[src/rtl/acc_map.vh]
`ifndef ACC_MAP_VH
`define ACC_MAP_VH
// Register addresses on the special-function bus.
`define ACC_ADDR_CTRL      8'hf3
`define ACC_ADDR_RES_HI    8'hf5
`define ACC_ADDR_RES_LO    8'hf4
`define ACC_ADDR_IRQ_STAT  8'hf8
`define ACC_ADDR_IRQ_MASK  8'hf9
// Control register field positions.
`define ACC_BIT_QUIET      7
`define ACC_BIT_PSEUDO_IDLE_BIT     6
`define ACC_BIT_ENABLE     5
`define ACC_BIT_DONE       4
`define ACC_BIT_START      3
`define ACC_CHAN_MSB       2
`define ACC_CHAN_LSB       0
// Interrupt enable bit position within the core's interrupt enable register.
`define ACC_BIT_IRQ_EN     6
// Reset values.
`define ACC_CTRL_RESET     8'h00
`define ACC_MASK_RESET     8'h00
// Highest channel code wired to an analog input.
`define ACC_CHAN_LAST      3'h5
`endif

[src/rtl/acc_ctrl.v]
// Operation
// - Writing one to bit 3 starts conversion; hardware clears it when finished.
// - Bit 7 requests quiet mode, only converter active during conversion.
// - Bit 6 idles the processor during conversion; bits 6,7 self-clear at end.
// - Bit 5 powers the converter; clear means standby.
// - Hardware sets done flag bit 4 when result is ready; interrupt source.
// - Done flag only cleared by software writing zero; re-arms the interrupt.
// - Bits 2 to 0 select the analog channel for the next conversion.
// - After reset the control register reads zero: standby, idle, channel zero.
// - Writes to the start bit are ignored while a conversion runs.
// - Done flag rises only once the 10-bit result is held in result registers.
// - Interrupt request when done flag and converter interrupt enable are both set.
// - Channel codes zero to five pick inputs zero to five; six, seven unassigned.
//
// Added by the designer: the strobed register port.
`timescale 1ns/1ps
`include "acc_map.vh"

module acc_ctrl #(
  parameter RES_W = 10
) (
  input  wire             sys_clk_i,
  input  wire             srst_i,
  input  wire [7:0]       addr_i,
  input  wire [7:0]       wdata_i,
  input  wire             wr_i,
  input  wire             rd_i,
  output wire [7:0]       rdata_o,
  input  wire             irq_en_i,
  input  wire             conv_done_i,
  input  wire [RES_W-1:0] conv_result_i,
  output wire             conv_start_o,
  output wire [2:0]       chan_sel_o,
  output wire             chan_valid_o,
  output wire             conv_enable_o,
  output wire             cpu_idle_o,
  output wire             quiet_mode_o,
  output wire             irq_req_o,
  output wire             irq_o
);

  // Control register bits, then result, read data, start, interrupt, status and mask state.
  reg             quiet_ff;
  reg             pseudo_idle_bit_ff;
  reg             enable_ff;
  reg             done_ff;
  reg             busy_ff;
  reg [2:0]       chan_ff;
  reg [RES_W-1:0] result_ff;
  reg [7:0]       rdata_ff;
  reg             start_ff;
  reg             irq_req_ff;
  reg             irq_ff;
  reg [1:0]       stat_ff;
  reg [1:0]       mask_ff;
  // Derived outputs are kept in flops so that no output glitches on a decode.
  reg             chan_valid_ff;
  reg             cpu_idle_ff;
  reg             quiet_mode_ff;

  reg             nxt_quiet;
  reg             nxt_pseudo_idle_bit;
  reg             nxt_enable;
  reg             nxt_done;
  reg             nxt_busy;
  reg [2:0]       nxt_chan;
  reg [RES_W-1:0] nxt_result;
  reg [7:0]       nxt_rdata;
  reg [1:0]       nxt_stat;

  wire wr_ctrl = wr_i && (addr_i == `ACC_ADDR_CTRL);
  wire rd_stat = rd_i && (addr_i == `ACC_ADDR_IRQ_STAT);
  // A conversion ends only on a completion from the analog core while busy.
  wire finish  = busy_ff && conv_done_i;
  wire start_req = wr_ctrl && !busy_ff && wdata_i[`ACC_BIT_START];

  // Packs the control register image for readback.
  function [7:0] ctrl_image;
    input q, p, e, d, b;
    input [2:0] c;
    begin
      ctrl_image = {q, p, e, d, b, c};
    end
  endfunction

  // Control register next-state logic.
  always @* begin
    nxt_quiet  = quiet_ff;
    nxt_pseudo_idle_bit = pseudo_idle_bit_ff;
    nxt_enable = enable_ff;
    nxt_done   = done_ff;
    nxt_busy   = busy_ff;
    nxt_chan   = chan_ff;
    nxt_result = result_ff;
    if (wr_ctrl) begin
      nxt_quiet  = wdata_i[`ACC_BIT_QUIET];
      nxt_pseudo_idle_bit = wdata_i[`ACC_BIT_PSEUDO_IDLE_BIT];
      nxt_enable = wdata_i[`ACC_BIT_ENABLE];
      nxt_chan   = wdata_i[`ACC_CHAN_MSB:`ACC_CHAN_LSB];
      // Software may only clear the done flag, never set it.
      if (!wdata_i[`ACC_BIT_DONE]) begin
        nxt_done = 1'b0;
      end
      if (start_req) begin
        nxt_busy = 1'b1;
      end
    end
    // Completion wins over a same-cycle software clear of the done flag.
    if (finish) begin
      nxt_result = conv_result_i;
      nxt_done   = 1'b1;
      nxt_busy   = 1'b0;
      nxt_quiet  = 1'b0;
      nxt_pseudo_idle_bit = 1'b0;
    end
  end

  // Status sticky bits: bit 0 completion, bit 1 start accepted; read clears, set wins.
  always @* begin
    nxt_stat = stat_ff;
    if (rd_stat) begin
      nxt_stat = 2'h0;
    end
    if (finish) begin
      nxt_stat[0] = 1'b1;
    end
    if (start_req) begin
      nxt_stat[1] = 1'b1;
    end
  end

  // Read data mux; unmapped addresses read zero.
  always @* begin
    nxt_rdata = 8'h00;
    if (rd_i) begin
      case (addr_i)
        `ACC_ADDR_CTRL:     nxt_rdata = ctrl_image(quiet_ff, pseudo_idle_bit_ff, enable_ff, done_ff, busy_ff, chan_ff);
        `ACC_ADDR_RES_HI:   nxt_rdata = result_ff[RES_W-1:RES_W-8];
        `ACC_ADDR_RES_LO:   nxt_rdata = {6'h00, result_ff[1:0]};
        `ACC_ADDR_IRQ_STAT: nxt_rdata = {6'h00, stat_ff};
        `ACC_ADDR_IRQ_MASK: nxt_rdata = {6'h00, mask_ff};
        default:            nxt_rdata = 8'h00;
      endcase
    end
  end

  // All state is synchronous; quiet bit resets to zero as a safe choice for the undefined value.
  always @(posedge sys_clk_i) begin
    if (srst_i) begin
      {quiet_ff, pseudo_idle_bit_ff, enable_ff, done_ff, busy_ff, chan_ff} <= `ACC_CTRL_RESET;
      result_ff  <= {RES_W{1'b0}};
      rdata_ff   <= 8'h00;
      start_ff   <= 1'b0;
      irq_req_ff <= 1'b0;
      irq_ff     <= 1'b0;
      stat_ff    <= 2'h0;
      mask_ff    <= 2'h0;
      // Channel zero is selected after reset, and it is a wired input.
      chan_valid_ff <= 1'b1;
      cpu_idle_ff   <= 1'b0;
      quiet_mode_ff <= 1'b0;
    end else begin
      // Registered from next-state values, so each output matches its register bits in the same cycle.
      chan_valid_ff <= (nxt_chan <= `ACC_CHAN_LAST);
      cpu_idle_ff   <= nxt_pseudo_idle_bit && nxt_busy;
      quiet_mode_ff <= nxt_quiet && nxt_busy;
      quiet_ff   <= nxt_quiet;
      pseudo_idle_bit_ff  <= nxt_pseudo_idle_bit;
      enable_ff  <= nxt_enable;
      done_ff    <= nxt_done;
      busy_ff    <= nxt_busy;
      chan_ff    <= nxt_chan;
      result_ff  <= nxt_result;
      rdata_ff   <= nxt_rdata;
      start_ff   <= start_req;
      // Interrupt request follows the done flag gated by the core's enable.
      irq_req_ff <= nxt_done && irq_en_i;
      stat_ff    <= nxt_stat;
      if (wr_i && addr_i == `ACC_ADDR_IRQ_MASK) begin
        mask_ff <= wdata_i[1:0];
      end
      irq_ff     <= |(nxt_stat & mask_ff);
    end
  end

  assign rdata_o       = rdata_ff;
  assign conv_start_o  = start_ff;
  assign chan_sel_o    = chan_ff;
  // Codes six and seven have no input behind them.
  assign chan_valid_o  = chan_valid_ff;
  // Power gating is only as good as the enable; a start is still accepted in standby.
  assign conv_enable_o = enable_ff;
  assign cpu_idle_o    = cpu_idle_ff;
  assign quiet_mode_o  = quiet_mode_ff;
  assign irq_req_o     = irq_req_ff;
  assign irq_o         = irq_ff;

endmodule // acc_ctrl

[config.mk]
export PLATFORM = sky130hd
export DESIGN_NAME = acc_ctrl
export DESIGN_NICKNAME = d
export VERILOG_FILES = /design/src/rtl/acc_ctrl.v
export VERILOG_INCLUDE_DIRS = /design/src /design/src/rtl
export SDC_FILE = /design/constraint.sdc
export NUM_CORES = 1
export LEC_CHECK = 0
export BUFFER_PORTS_ARGS = -buffer_cell sky130_fd_sc_hd__buf_2
export CAP_MARGIN = 20
export CORE_ASPECT_RATIO = 0.9
export CORE_UTILIZATION = 44
export DETAILED_ROUTE_END_ITERATION = 10
export PLACE_DENSITY = 0.74
export SLEW_MARGIN = 20
export SYNTH_ARGS = -nofsm -noshare
export SYNTH_HDL_FRONTEND = slang
export SYNTH_SLANG_ARGS = --single-unit
[constraint.sdc]
create_clock -name sys_clk_i -period 1.4 [get_ports sys_clk_i]
set_clock_uncertainty 0.2 [all_clocks]
set_input_delay 0.07 -clock sys_clk_i [delete_from_list [all_inputs] [get_ports sys_clk_i]]
set_output_delay 0.07 -clock sys_clk_i [all_outputs]
set_load 0.01 [all_outputs]
### After elaboration in Yosys (flattened, before gate mapping)

Index checks and enable logic that the tools add are counted.

* register bits after elaboration: 36
* bits of input ports: 32
* output and inout bits: 18
* word-level logic and storage cells: 51

* order comparisons: 1
* equal/unequal tests: 5
* mux-type cells: 15
* bitwise gates (word level): 2
* reductions and logical operators: 12

Operators by type and width (count)
* $eq A8 B8 Y1 const B: 5
* $pmux W8 S5: 1
* $mux W1: 12
* $logic_and A1 B1 Y1: 9
* $reduce_or A2 Y1: 2
* $le A3 B3 Y1 const B: 1
* $mux W3: 1
* $and A2 B2 Y2: 1
* $mux W2: 1
* $logic_not A1 Y1: 1
* $not A1 Y1: 1

### Longest topological paths before layout

* word-level depth: 8
* mapped depth: 6
* depth with buffers taken out: 4

### Worst setup path before layout

No wires, ideal clock.

* path kind: in2reg
* start: input addr_i[2]
* end: register irq_ff (netlist: irq_o)
* setup time: 117 ps
* data arrival time: 1193 ps
* data required time: 1083 ps
* slack: -109 ps
* cell stages on the path: 5
* buffers on the path: 1
* cells stage by stage: buf_4 -> or4b_4 -> o31ai_4 -> a21oi_2 -> a22o_1

* cells in the longest elaborated chain, start to end: 7
* elaborated cells between the ends (all ways): 11
* classes of those cells: 2 x eq/ne; 3 x mux; 1 x bitwise; 5 x reduce/logical

Ends and longest elaborated chain
* from (decl): RTL line acc_ctrl.v:24 `input wire [7:0] addr_i,`
* $eq A8 B8 Y1
* $logic_and A1 B1 Y1: RTL line acc_ctrl.v:71 `` wire wr_ctrl = wr_i && (addr_i == `ACC_ADDR_CTRL); ``
* $logic_and A1 B1 Y1 (2 in series): RTL line acc_ctrl.v:75 `` wire start_req = wr_ctrl && !busy_ff && wdata_i[`ACC_BIT_START]; ``
* $mux W1: RTL line acc_ctrl.v:127 `if (start_req) begin`
* $and A2 B2 Y2 (*): RTL line acc_ctrl.v:182 `irq_ff <= |(nxt_stat & mask_ff);`
* $reduce_or A2 Y1 (*): RTL line acc_ctrl.v:182
* to (signal assigned): RTL line acc_ctrl.v:182
* to (decl): RTL line acc_ctrl.v:53 `reg irq_ff;`

Mark *: on every way between the ends. The rest lies on a longest branch, timed or not.
A chain may end at the register's enable or synchronous reset.

### Final worst setup path

* start: input addr_i[2]
* end: register rdata_ff[1] (netlist: rdata_o[1])

* cells in the longest elaborated chain, start to end: 2
* elaborated cells between the ends (all ways): 6
* classes of those cells: 5 x eq/ne; 1 x mux

Ends and longest elaborated chain
* $eq A8 B8 Y1, on equally long branches
* $pmux W8 S5 (*): RTL line acc_ctrl.v:136 `case (addr_i)`
* to (signal assigned): RTL line acc_ctrl.v:174 `rdata_ff <= nxt_rdata;`
* to (decl): RTL line acc_ctrl.v:50 `reg [7:0] rdata_ff;`

Marks and branches as above.

==> metrics.yaml <==
run_status:
  status: "complete, but fails checks"
  violations: "negative hold slack"
place:
  numPortBuffers: 49
  pre_cts_slack_ps: -215
  place_hpwl_um: 2720
  dpl_cell_area_um2: 1810
  routabilityCongestion: 0.828
die:
  coreArea_um2: 3090
  die_area_um2: 3510
  start_util_pct: 46.7
  rows: 19
  die_w_um: 62.4
  die_h_um: 56.3
  pin_count: 50
clocking:
  hold_buffers: 24
  clockBufferDepth: 2
  cts.sinks: 36
  cts_tree: "built"
  htreeDepth: 2
  clockRootBuffer: "clkbuf_4"
  numCtsBuffers: 5
  cts_setup_buffers: 0
  clk_pin_slew_ps: 100
  clock_latency_ps: 360
sta:
  hold_violations: 1
  drv_slew: 0
  fin_hold_ws_ps: -13.6
  timing.setup.tns_ps: 0
  finalWorstSetupSlack_ps: 33.9
  grt_setup_unrepaired: "no"
  worst_slew_margin_rel_pct: 75.6
  tightest_slew_ps: 364
  post-route-min-period_ps: 1370
  setup_violations: 0
  finalCritPeriodShare_pct: 97.6
  max_freq_mhz: 732
synth:
  synth.most_common_cell: "dfxtp_1"
  synthSimpleGateAreaFrac_pct: 25.7
  synth_fp_nets: 191
  synthTopCellsByCount: "36 x dfxtp_1, 25 x nand2_1, 17 x a21oi_1, 17 x nor2_1, 8 x a22oi_1"
  ys_seq_elements: 36
  seq_area_frac_synth_pct: 50.0
  synth_mux_area_share_pct: 2.78
  synthesis.instances: 159
  synth_compound_area_share_pct: 17.3
  synth.avg_cell_area_um2: 9.07
  synth-edff-count: 0
  synth_ff_type: "dfxtp_1"
  yosysTopAreaCell: "dfxtp_1"
  synth-adder-area-share_pct: 0
  synth-xor-area-share_pct: 0.607
  synth.top_cells.by_area: "dfxtp_1 50%, nand2_1 6.5%, a21oi_1 5.9%"
  postSynth.asyncResetShare_pct: 0
  synth_top_family_by_area: "simple AND/OR/NAND/NOR gates"
  synth.distinct_cells: 35
  synth_top_area_share_pct: 50.0
  netlist_area_um2: 1440
  yosysWarnings: 0
worst_setup_path:
  crit_family: "buffers and inverters"
  cp_num_buf_inv: 3
  cpMaxStageDelayCell: "dlygate4sd3_1"
  endpoint_kind: "flip-flop"
  crit_type: "input port to flip-flop"
  startpoint_type: "input port"
  cp_max_fo: 3
  cpPeakStageDelay_ps: 570
  ff2ff_setup_slack_ps: 60
  cp.required_ps: 1460
  path_cells: "buf_2 > buf_4 > nor2_1 > dlygate4sd3_1 > nand4_1 > a21o_1 > a21oi_1"
  critPathArrivalTime_ps: 1430
global_route:
  grt_max_degree: 25
  grt_usage_pct: 24.9
  grt_overflow: 0
  grt_pass1_vias: 1469
  grt_pass1_wl_um: 6600
  antenna_found_initial: 0
finish:
  antennaDiodeCount: 0
  drive_gt1_share_pct: 33.3
  final_area_um2: 2200
  areaGrowthSynthToFinish_pct: 52.3
  fillers: 251
  fin_nets: 277
power_and_ir_drop:
  p_per_area_nw_per_um2: 1040
  irDropWorstVdd_uv: 612
  p_leak_nw: 0.934
drt:
  drtPass1Iterations: 4
  postRouteAntennaNets: 0
  vias_per_cell: 5.21
  wl_per_cell_um: 14.0
  first_iter_violations: 84
  vias: 1500
  drc: 0
  drt_wl_total_um: 4030
worst_hold_path:
  hold_path.class: "input port to flip-flop"
run:
  drv_cap: 0
## cells by family (layout without fill, tap and decap cells)
family | count (synthesis) | in the layout
and+or+nand+nor | 69 | 69
AOI/OAI and AO/OA | 37 | 37
DFF | 36 | 36
buffers and inverters | 12 | 99
muxes | 4 | 4
xor gates and xnor gates | 1 | 1
## per-layer routing
metal  vias to the layer above  global-route usage, %  part of all wire, %  wire, um
li1                        734                      -                    -         -
met1                       700                   28.6                   42      1690
met2                        50                   42.4                   49      1990
met3                        16                   5.49                  5.0       202
met4                         0                   15.3                  3.6       147
met5                         -                      0                    0         0
## worst min-delay path, cell delays in order
cell and delay [ps]:
buf_2 90, or4b_4 140, o31ai_4 60, a21oi_2 130
## cell type report
class / count / area, um2 / area share [%]
clock buffers: 5 / 37.5 / 1.71
multi-input cells: 111 / 682 / 31.0
clock inverters: 3 / 90.1 / 4.10
well taps: 42 / 52.6 / 2.39
inverters: 2 / 7.51 / 0.342
flip-flops and latches: 36 / 722 / 32.9
repair buffers: 89 / 606 / 27.6
## final timing paths
| check | to | cells after the start | from |
|---|---|---|---|
| max reg2reg | quiet_mode_o | 4 | busy_ff |
| min reg2reg | result_ff[0] | 2 | result_ff[0] |
| max | rdata_o[1] | 7 | addr_i[2] |
| min | stat_ff[1] | 4 | addr_i[1] |
## report_power, final
group / switching, W / internal, W
clock: 0.000351 / 0.000736
sequential: 0.000000391 / 0.00102
combinational: 0.0000717 / 0.000106
## timing repair
item	CTS	global route
endpoints found under the hold margin	31	1
endpoints found under the setup margin	0	8
resized for setup	0	4
## registers in the layout, indices dropped and copies added, names as in the netlist, 2 cells and up, named ones only
| register | flops |
|---|---|
| result_ff | 10 |
| rdata_o | 8 |
| chan_sel_o | 2 |
| mask_ff | 2 |
| stat_ff | 2 |
## layout by cell type, fill, tap and decap left out, drive strengths merged, types with 5 or more instances in the layout
cell         count
nor2            17
a21oi           18
dlygate4sd3     24
buf             65
nand3            7
a22oi            8
dfxtp           36
clkbuf           5
nand2           25
## metrics by stage
step	instances	total power, W	util [%]
6_report	288	0.00229	71.1
5_1_grt	288	0.00237	71.1
4_1_cts	288	0.00230	70.6
3_5_place_dp	256	0.00117	58.7
3_3_place_gp	256	0.00116	58.7
2_1_floorplan	159	0.00110	-
Power figures use the tool's default switching activity.
